==> src/acs_pkg.sv <==
// Constants shared by the converter sequencer files
package acs_pkg;
   // Register bus shape, field and counter widths
   localparam int ADDR_W = 3;
   localparam int DATA_W = 16;
   localparam int RES_W = 10;
   localparam int SEL_W = 3;
   localparam int PRE_W = 7;
   localparam int CYC_W = 5;
   localparam int EVT_W = 2;

   // Register addresses
   localparam logic [ADDR_W-1:0] ADDR_CTRL = 3'h0;
   localparam logic [ADDR_W-1:0] ADDR_STATUS = 3'h1;
   localparam logic [ADDR_W-1:0] ADDR_CLEAR = 3'h2;
   localparam logic [ADDR_W-1:0] ADDR_IRQ_EN = 3'h3;
   localparam logic [ADDR_W-1:0] ADDR_DATA = 3'h4;

   // Control register fields
   localparam int CTL_ENABLE = 0;
   localparam int CTL_START = 1;
   localparam int CTL_AUTO = 2;
   localparam int CTL_FREE = 3;
   localparam int CTL_SEL_LO = 4;

   // Event bits of status, clear and enable registers
   localparam int EVT_DONE = 0;
   localparam int EVT_MISSED = 1;

   // Conversion timing in converter clock cycles
   localparam logic [CYC_W-1:0] NORM_CYCLES = 5'h0d;
   localparam logic [CYC_W-1:0] FIRST_CYCLES = 5'h19;
   localparam logic [CYC_W-1:0] SH_NORM_CYC = 5'h01;
   localparam logic [CYC_W-1:0] SH_FIRST_CYC = 5'h0d;
   localparam logic [CYC_W-1:0] SH_AUTO_CYC = 5'h01;

   typedef enum logic [0:0] {
      ST_IDLE,
      ST_CONV
   } acs_state_t;
endpackage

==> src/acs_pin_sync.sv <==
// Two-stage pin synchroniser with a registered rising-edge pulse on bit 0
`timescale 1ns/1ps
`default_nettype none
module acs_pin_sync #(
   parameter int W = 1
) (
   // Clock and reset
   input wire logic clk,
   input wire logic rst_n,
   // Pin side
   input wire logic [W-1:0] pin_in,
   // Synchronised side
   output logic [W-1:0] level_out,
   output logic rise_out
);
   logic [W-1:0] meta_r;
   logic [W-1:0] sync_r;
   logic prev_r;

   always_ff @(posedge clk or negedge rst_n) begin
      if (!rst_n) begin
         meta_r <= '0;
         sync_r <= '0;
      end else begin
         meta_r <= pin_in;
         sync_r <= meta_r;
      end
   end

   // Edge pulse is the third stage, so pin to pulse is three cycles
   always_ff @(posedge clk or negedge rst_n) begin
      if (!rst_n) begin
         prev_r <= 1'b0;
         rise_out <= 1'b0;
      end else begin
         prev_r <= sync_r[0];
         rise_out <= sync_r[0] & ~prev_r;
      end
   end

   assign level_out = sync_r;
endmodule // acs_pin_sync
`default_nettype wire

==> src/acs_prescaler.sv <==
// Converter clock prescaler producing rising and falling edge ticks
`timescale 1ns/1ps
`default_nettype none
module acs_prescaler
   import acs_pkg::*;
(
   // Clock and reset
   input wire logic clk,
   input wire logic rst_n,
   // Control
   input wire logic run,
   input wire logic restart,
   input wire logic [SEL_W-1:0] sel,
   // Ticks
   output logic rise_tick,
   output logic fall_tick
);
   logic [PRE_W-1:0] cnt_r;
   logic [PRE_W-1:0] last;
   logic [PRE_W-1:0] half;

   // Division by 2 << sel; values above 6 fold onto the slowest rate
   always_comb begin
      last = (sel > 3'h6) ? 7'h7f : PRE_W'((8'h02 << sel) - 8'h01);
      half = last >> 1;
   end

   always_ff @(posedge clk or negedge rst_n) begin
      if (!rst_n) begin
         cnt_r <= '0;
      end else if (!run || restart) begin
         cnt_r <= '0;
      end else if (cnt_r >= last) begin
         // Wrap from above too, so a smaller select never waits a full 7-bit lap
         cnt_r <= '0;
      end else begin
         cnt_r <= cnt_r + 7'h01;
      end
   end

   assign rise_tick = run && !restart && (cnt_r == last);
   assign fall_tick = run && !restart && (cnt_r == half);
endmodule // acs_prescaler
`default_nettype wire

==> src/acs_sequencer.sv <==
// Conversion sequencer with register port, interrupt and result capture
`timescale 1ns/1ps
`default_nettype none
// Function
// - Prescaler runs while converter_enable is set, held reset while low.
// - Setting start_conversion starts a conversion at the next converter clock rise.
// - A normal conversion lasts 13 converter clock cycles.
// - First conversion after enabling lasts 25 converter clock cycles.
// - Sample-and-hold at 1.5 cycles normally, 13.5 cycles on first conversion.
// - On completion store result and set conversion_done_flag.
// - Single mode clears start_conversion in the completion cycle.
// - Setting start again begins a new conversion at the next converter clock rise.
// - An auto-trigger event resets the prescaler for a fixed start delay.
// - Auto-trigger without free run: sample-and-hold two converter cycles after the trigger edge, except on first conversion.
// - Trigger path adds three system clock cycles of synchronisation.
// - Free running with auto-trigger off restarts right after completion, start bit stays set.
module acs_sequencer
   import acs_pkg::*;
(
   // Clock and reset
   input wire logic ref_clk,
   input wire logic resetn,
   // Register port
   input wire logic [ADDR_W-1:0] reg_addr,
   input wire logic [DATA_W-1:0] reg_wdata,
   input wire logic reg_wr,
   input wire logic reg_rd,
   output logic [DATA_W-1:0] reg_rdata,
   // Trigger source and converter pins
   input wire logic trigger_in,
   input wire logic [RES_W-1:0] result_in,
   output logic sample_hold,
   output logic conv_active,
   // Interrupt
   output logic irq
);
   logic rst_meta_r;
   logic rst_n;

   logic converter_enable_r;
   logic start_conversion_r;
   logic auto_trig_r;
   logic free_run_r;
   logic [SEL_W-1:0] presc_sel_r;
   logic [EVT_W-1:0] status_r;
   logic [EVT_W-1:0] irq_en_r;
   logic [RES_W-1:0] sample_r;
   logic [RES_W-1:0] data_r;
   logic first_r;
   logic sample_hold_r;
   logic [DATA_W-1:0] rdata_r;

   acs_state_t state_r;
   logic [CYC_W-1:0] cyc_r;

   logic rise_tick;
   logic fall_tick;
   logic trig_rise;
   logic [RES_W-1:0] result_sync;

   logic wr_ctrl;
   logic wr_clear;
   logic wr_irq_en;
   logic sw_start;
   logic trig_take;
   logic start_now;
   logic done_now;
   logic sh_now;
   logic [CYC_W-1:0] last_cyc;
   logic [EVT_W-1:0] evt_set;
   logic [EVT_W-1:0] evt_clr;

   // Reset release through two flops; assertion stays asynchronous
   always_ff @(posedge ref_clk or negedge resetn) begin
      if (!resetn) begin
         rst_meta_r <= 1'b0;
         rst_n <= 1'b0;
      end else begin
         rst_meta_r <= 1'b1;
         rst_n <= rst_meta_r;
      end
   end

   // Trigger pin: two sync stages plus edge stage
   acs_pin_sync #(
      .W(1)
   ) u_trig_sync (
      .clk(ref_clk),
      .rst_n(rst_n),
      .pin_in(trigger_in),
      .level_out(),
      .rise_out(trig_rise)
   );

   // Converter result pins come from the analog side, another timing domain
   acs_pin_sync #(
      .W(RES_W)
   ) u_res_sync (
      .clk(ref_clk),
      .rst_n(rst_n),
      .pin_in(result_in),
      .level_out(result_sync),
      .rise_out()
   );

   acs_prescaler u_presc (
      .clk(ref_clk),
      .rst_n(rst_n),
      .run(converter_enable_r),
      .restart(trig_take),
      .sel(presc_sel_r),
      .rise_tick(rise_tick),
      .fall_tick(fall_tick)
   );

   // Address decode of writes
   always_comb begin
      wr_ctrl = 1'b0;
      wr_clear = 1'b0;
      wr_irq_en = 1'b0;
      if (reg_wr && reg_addr == ADDR_CTRL) begin
         wr_ctrl = 1'b1;
      end else if (reg_wr && reg_addr == ADDR_CLEAR) begin
         wr_clear = 1'b1;
      end else if (reg_wr && reg_addr == ADDR_IRQ_EN) begin
         wr_irq_en = 1'b1;
      end
   end

   assign sw_start = wr_ctrl && reg_wdata[CTL_START] && reg_wdata[CTL_ENABLE];

   // Trigger is taken only when idle; a busy converter counts it as missed
   assign trig_take = trig_rise && converter_enable_r && auto_trig_r
      && (state_r == ST_IDLE);

   assign start_now = (state_r == ST_IDLE) && converter_enable_r
      && ((rise_tick && start_conversion_r) || trig_take);

   assign last_cyc = first_r ? FIRST_CYCLES - 5'h01 : NORM_CYCLES - 5'h01;

   assign done_now = (state_r == ST_CONV) && rise_tick
      && (cyc_r == last_cyc);

   // Sample point: half cycle on falling tick, auto mode without free run on a rising tick except in the first conversion
   always_comb begin
      sh_now = 1'b0;
      if (state_r == ST_CONV) begin
         if (first_r) begin
            sh_now = fall_tick && (cyc_r == SH_FIRST_CYC);
         end else if (auto_trig_r && !free_run_r) begin
            sh_now = rise_tick && (cyc_r == SH_AUTO_CYC);
         end else begin
            sh_now = fall_tick && (cyc_r == SH_NORM_CYC);
         end
      end
   end

   // Control register
   always_ff @(posedge ref_clk or negedge rst_n) begin
      if (!rst_n) begin
         converter_enable_r <= 1'b0;
         auto_trig_r <= 1'b0;
         free_run_r <= 1'b0;
         presc_sel_r <= '0;
      end else if (wr_ctrl) begin
         converter_enable_r <= reg_wdata[CTL_ENABLE];
         auto_trig_r <= reg_wdata[CTL_AUTO];
         free_run_r <= reg_wdata[CTL_FREE];
         presc_sel_r <= reg_wdata[CTL_SEL_LO +: SEL_W];
      end
   end

   // Start bit: software sets, hardware clears; writing zero has no effect
   always_ff @(posedge ref_clk or negedge rst_n) begin
      if (!rst_n) begin
         start_conversion_r <= 1'b0;
      end else if (!converter_enable_r && !sw_start) begin
         start_conversion_r <= 1'b0;
      end else if (sw_start) begin
         start_conversion_r <= 1'b1;
      end else if (trig_take) begin
         start_conversion_r <= 1'b1;
      end else if (done_now && !(free_run_r && !auto_trig_r)) begin
         start_conversion_r <= 1'b0;
      end
   end

   // First-conversion marker armed while disabled
   always_ff @(posedge ref_clk or negedge rst_n) begin
      if (!rst_n) begin
         first_r <= 1'b1;
      end else if (!converter_enable_r) begin
         first_r <= 1'b1;
      end else if (done_now) begin
         first_r <= 1'b0;
      end
   end

   // Sequencer state and converter cycle count
   always_ff @(posedge ref_clk or negedge rst_n) begin
      if (!rst_n) begin
         state_r <= ST_IDLE;
         cyc_r <= '0;
      end else if (!converter_enable_r) begin
         state_r <= ST_IDLE;
         cyc_r <= '0;
      end else begin
         case (state_r)
            ST_IDLE: begin
               if (start_now) begin
                  state_r <= ST_CONV;
                  cyc_r <= '0;
               end
            end
            ST_CONV: begin
               if (done_now && free_run_r && !auto_trig_r) begin
                  cyc_r <= '0;
               end else if (done_now) begin
                  state_r <= ST_IDLE;
                  cyc_r <= '0;
               end else if (rise_tick) begin
                  cyc_r <= cyc_r + 5'h01;
               end
            end
            default: begin
               state_r <= ST_IDLE;
            end
         endcase
      end
   end

   // Held sample, then result register at completion
   always_ff @(posedge ref_clk or negedge rst_n) begin
      if (!rst_n) begin
         sample_r <= '0;
         data_r <= '0;
         sample_hold_r <= 1'b0;
      end else begin
         sample_hold_r <= sh_now;
         if (sh_now) begin
            sample_r <= result_sync;
         end
         if (done_now) begin
            data_r <= sample_r;
         end
      end
   end

   // Sticky events; a set in the clearing cycle wins
   assign evt_set = {trig_rise && auto_trig_r && converter_enable_r
      && (state_r == ST_CONV), done_now};
   assign evt_clr = wr_clear ? reg_wdata[EVT_W-1:0] : '0;

   always_ff @(posedge ref_clk or negedge rst_n) begin
      if (!rst_n) begin
         status_r <= '0;
      end else begin
         status_r <= (status_r & ~evt_clr) | evt_set;
      end
   end

   always_ff @(posedge ref_clk or negedge rst_n) begin
      if (!rst_n) begin
         irq_en_r <= '0;
      end else if (wr_irq_en) begin
         irq_en_r <= reg_wdata[EVT_W-1:0];
      end
   end

   always_ff @(posedge ref_clk or negedge rst_n) begin
      if (!rst_n) begin
         irq <= 1'b0;
      end else begin
         irq <= |(status_r & irq_en_r);
      end
   end

   // Read data stands only in the cycle after the strobe
   always_ff @(posedge ref_clk or negedge rst_n) begin
      if (!rst_n) begin
         rdata_r <= '0;
      end else if (!reg_rd) begin
         rdata_r <= '0;
      end else if (reg_addr == ADDR_CTRL) begin
         rdata_r <= '0;
         rdata_r[CTL_ENABLE] <= converter_enable_r;
         rdata_r[CTL_START] <= start_conversion_r || (state_r == ST_CONV);
         rdata_r[CTL_AUTO] <= auto_trig_r;
         rdata_r[CTL_FREE] <= free_run_r;
         rdata_r[CTL_SEL_LO +: SEL_W] <= presc_sel_r;
      end else if (reg_addr == ADDR_STATUS) begin
         rdata_r <= {{(DATA_W-EVT_W){1'b0}}, status_r};
      end else if (reg_addr == ADDR_IRQ_EN) begin
         rdata_r <= {{(DATA_W-EVT_W){1'b0}}, irq_en_r};
      end else if (reg_addr == ADDR_DATA) begin
         rdata_r <= {{(DATA_W-RES_W){1'b0}}, data_r};
      end else begin
         rdata_r <= '0;
      end
   end

   assign reg_rdata = rdata_r;
   assign sample_hold = sample_hold_r;
   assign conv_active = (state_r == ST_CONV);
endmodule // acs_sequencer
`default_nettype wire

==> config.mk <==
export PLATFORM = sky130hd
export DESIGN_NAME = acs_sequencer
export DESIGN_NICKNAME = d
export VERILOG_FILES = /design/src/acs_pkg.sv /design/src/acs_pin_sync.sv /design/src/acs_prescaler.sv /design/src/acs_sequencer.sv
export SDC_FILE = /design/constraint.sdc
export NUM_CORES = 1
export LEC_CHECK = 0
export CORE_UTILIZATION = 40
export DETAILED_ROUTE_END_ITERATION = 12
export DONT_BUFFER_PORTS = 1
export PLACE_DENSITY = 0.64
export SLEW_MARGIN = 10
export SYNTH_ARGS = -nofsm -noshare
export SYNTH_HDL_FRONTEND = slang
export SYNTH_HIERARCHICAL = 1
export SYNTH_SLANG_ARGS = --single-unit
==> constraint.sdc <==
create_clock -name ref_clk -period 6.6 [get_ports ref_clk]
set_input_delay 0.99 -clock ref_clk [delete_from_list [all_inputs] [get_ports ref_clk]]
set_output_delay 0.99 -clock ref_clk [all_outputs]
set_load 0.01 [all_outputs]
==> impl_metrics.csv <==
group,metric,value,unit
status,status,"complete, no violations",
floorplanning,rows,33,
timing,skew,0.00617,ns
routing,drc_errors,0,
power,p_total,1.07,mW
setup_path,r2r_end,"data_r[7]$_DFFE_PN0P_",
setup_path,path_class,"register to register",
cts,cts-root-buf,"clkbuf_8",
setup_path,worstPathArrival,3.65,ns
global_routing,grt-ovfl-total,0,
setup_path,cp-startpoint,"presc_sel_r[1]$_DFFE_PN0P_",
timing,drv_slew,0,
routing,drt-total-wl,5790,um
timing,hold_viol_final,0,
global_routing,track_usage,14.2,%
cts,post_cts_resized,0,
setup_path,r2r-start,"presc_sel_r[1]$_DFFE_PN0P_",
routing,drt_iter0_drc,102,
floorplanning,die_area,9070,sq um
floorplanning,start_util,41.9,%
global_routing,grt_pass1_vias,1964,
logic_synthesis,yosys_warnings,6,
setup_path,cp.required,6.83,ns
setup_path,path_buf_inv,1,
cts,tritoncts,"done",
cts,clk_pin_slew,0.08,ns
logic_synthesis,synth_cells,281,
flow_run,cap_violations,0,
min_path,hold_class,"input pin to async pin",
floorplanning,dieWidth,95.3,um
place,dpl.hpwl,3990,um
floorplanning,die_h,95.3,um
timing,slew_headroom,33.9,%
cts,cts_buffers,9,
timing,final.min_clock_period,3.42,ns
timing,finalSetupViolCount,0,
final_layout,syn_to_final_growth,8.02,%
setup_path,crit_path_cell_trace,"and2_2, inv_1, ha_1, nand4_1, nor4_1, nand4_1, a21oi_2, mux2_2",
routing,routedWlPerCell,14.7,um
cts,hold_buffers,0,
cts,cts_buffer_depth,2,
cts,cts.htree.levels,3,
final_layout,drive_gt1_share,17.4,%
setup_path,cp_max_fo,12,
floorplanning,core-area,8300,sq um
place,placed_cell_area,3540,sq um
setup_path,cp-start-kind,"register",
final_layout,n_antenna_cell,0,
setup_path,cpMostUsedCell,"nand4_1",
routing,firstDrtPassIters,4,
final_layout,nets,328,
setup_path,max_stage_delay,0.78,ns
cts,cts.sink_count,83,
cts,insertion_delay,0.34,ns
final_layout,layout_common_cells,"dfrtp_1 (81), mux2_2 (25), nand2_1 (21), nor2_1 (20), inv_1 (12)",
place,gp_congestion,0.755,
power,ir_worst_vdd,0.133,mV
final_layout,final_common_cell,"dfrtp_1",
setup_path,endpoint_kind,"register",
routing,vias_per_cell,5.21,
final_layout,fillers,764,
logic_synthesis,netlist_area,3480,sq um
setup_path,worstRegToRegCells,8,
timing,rsz0062_at_grt,"no",
final_layout,final_area,3760,sq um
global_routing,grt_pass1_wl,9630,um
timing,clock.fmax,0.292,GHz
setup_path,critPathSlowestCell,"nor4_1",
logic_synthesis,synth.avg_cell_area,12.4,sq um
global_routing,grt_max_degree,82,
routing,vias,2046,
routing,antenna_left,0,
setup_path,path_delay_family,"simple AND/OR/NAND/NOR gates",
power,leakage,1.74,nW
power,power_density,285,nW/um^2
timing,tns,0,ns
timing,tightest_slew,0.992,ns
timing,period_share,51.8,%
place,port_buffers,0,
setup_path,ff2ff_setup_slack,3.18,ns
global_routing,antenna_found_initial,0,
floorplanning,ios,53,
cts,cts_setup_buffers,0,
==> final cells by class <==
type	count	area [sq um]	share of cell area [%]
Sequential cell	83	2080	55.4
Timing Repair Buffer	1	7.51	0.200
Tap cell	105	131	3.50
Clock buffer	9	124	3.30
Inverter	12	45.0	1.20
Multi-Input combinational cell	177	1280	34.0
Clock inverter	6	91.3	2.43
==> where the power goes <==
part	switching, mW	leakage [nW]	internal [mW]	total (mW)
Combinational	0.0486	0.559	0.0474	0.0960
Sequential	0.0476	1.07	0.539	0.587
Clock	0.177	0.109	0.212	0.389
==> stage by stage <==
step | hold slack [ns] | setup slack [ns] | instances | util (%)
3_5_place_dp | 0.336 | 3.19 | 378 | 42.7
6_report | 0.331 | 3.18 | 393 | 45.3
2_1_floorplan | 0.331 | 4.04 | 286 | -
4_1_cts | 0.318 | 3.20 | 393 | 45.3
3_3_place_gp | 0.332 | 3.31 | 378 | 42.7
5_1_grt | 0.302 | 2.94 | 393 | 45.3
==> layer usage <==
metal  routed length, um  up-vias  global-route usage (%)  part of all wire (%)
met5                   0        -                       0                     0
met1                2680     1030                    18.9                    46
li1                    -      979                       -                     -
met2                2830       32                    21.8                    49
met3                 242        5                    5.50                   4.2
met4                  40        0                    3.41                  0.69
==> worst max-delay path by stage <==
stage / to / slack [ns] / depth (start not counted)
5_1_grt: data_r[7]$_DFFE_PN0P_ / 2.94 / 8
3_3_place_gp: data_r[5]$_DFFE_PN0P_ / 3.31 / 8
2_1_floorplan: data_r[3]$_DFFE_PN0P_ / 4.04 / 9
4_1_cts: data_r[7]$_DFFE_PN0P_ / 3.20 / 8
3_5_place_dp: data_r[7]$_DFFE_PN0P_ / 3.19 / 8
6_report: data_r[7]$_DFFE_PN0P_ / 3.18 / 8
==> flip-flops by register name, indices dropped and copies added (netlist names) <==
| signal | count |
|---|---|
| rst_n | 1 |
| sample_r | 10 |
| reg_rdata | 10 |
| irq | 1 |
| u_trig_sync/level_out | 1 |
| u_trig_sync/prev_r | 1 |
| u_presc/cnt_r | 7 |
| status_r | 2 |
| rst_meta_r | 1 |
| conv_active | 1 |
| u_trig_sync/meta_r | 1 |
| u_res_sync/level_out | 10 |
| data_r | 10 |
| cyc_r | 5 |
| u_res_sync/meta_r | 10 |
| first_r | 1 |
| auto_trig_r | 1 |
| presc_sel_r | 3 |
| irq_en_r | 2 |
| converter_enable_r | 1 |
| sample_hold | 1 |
| start_conversion_r | 1 |
| u_trig_sync/rise_out | 1 |
| free_run_r | 1 |
Power figures use the tool's default switching activity.
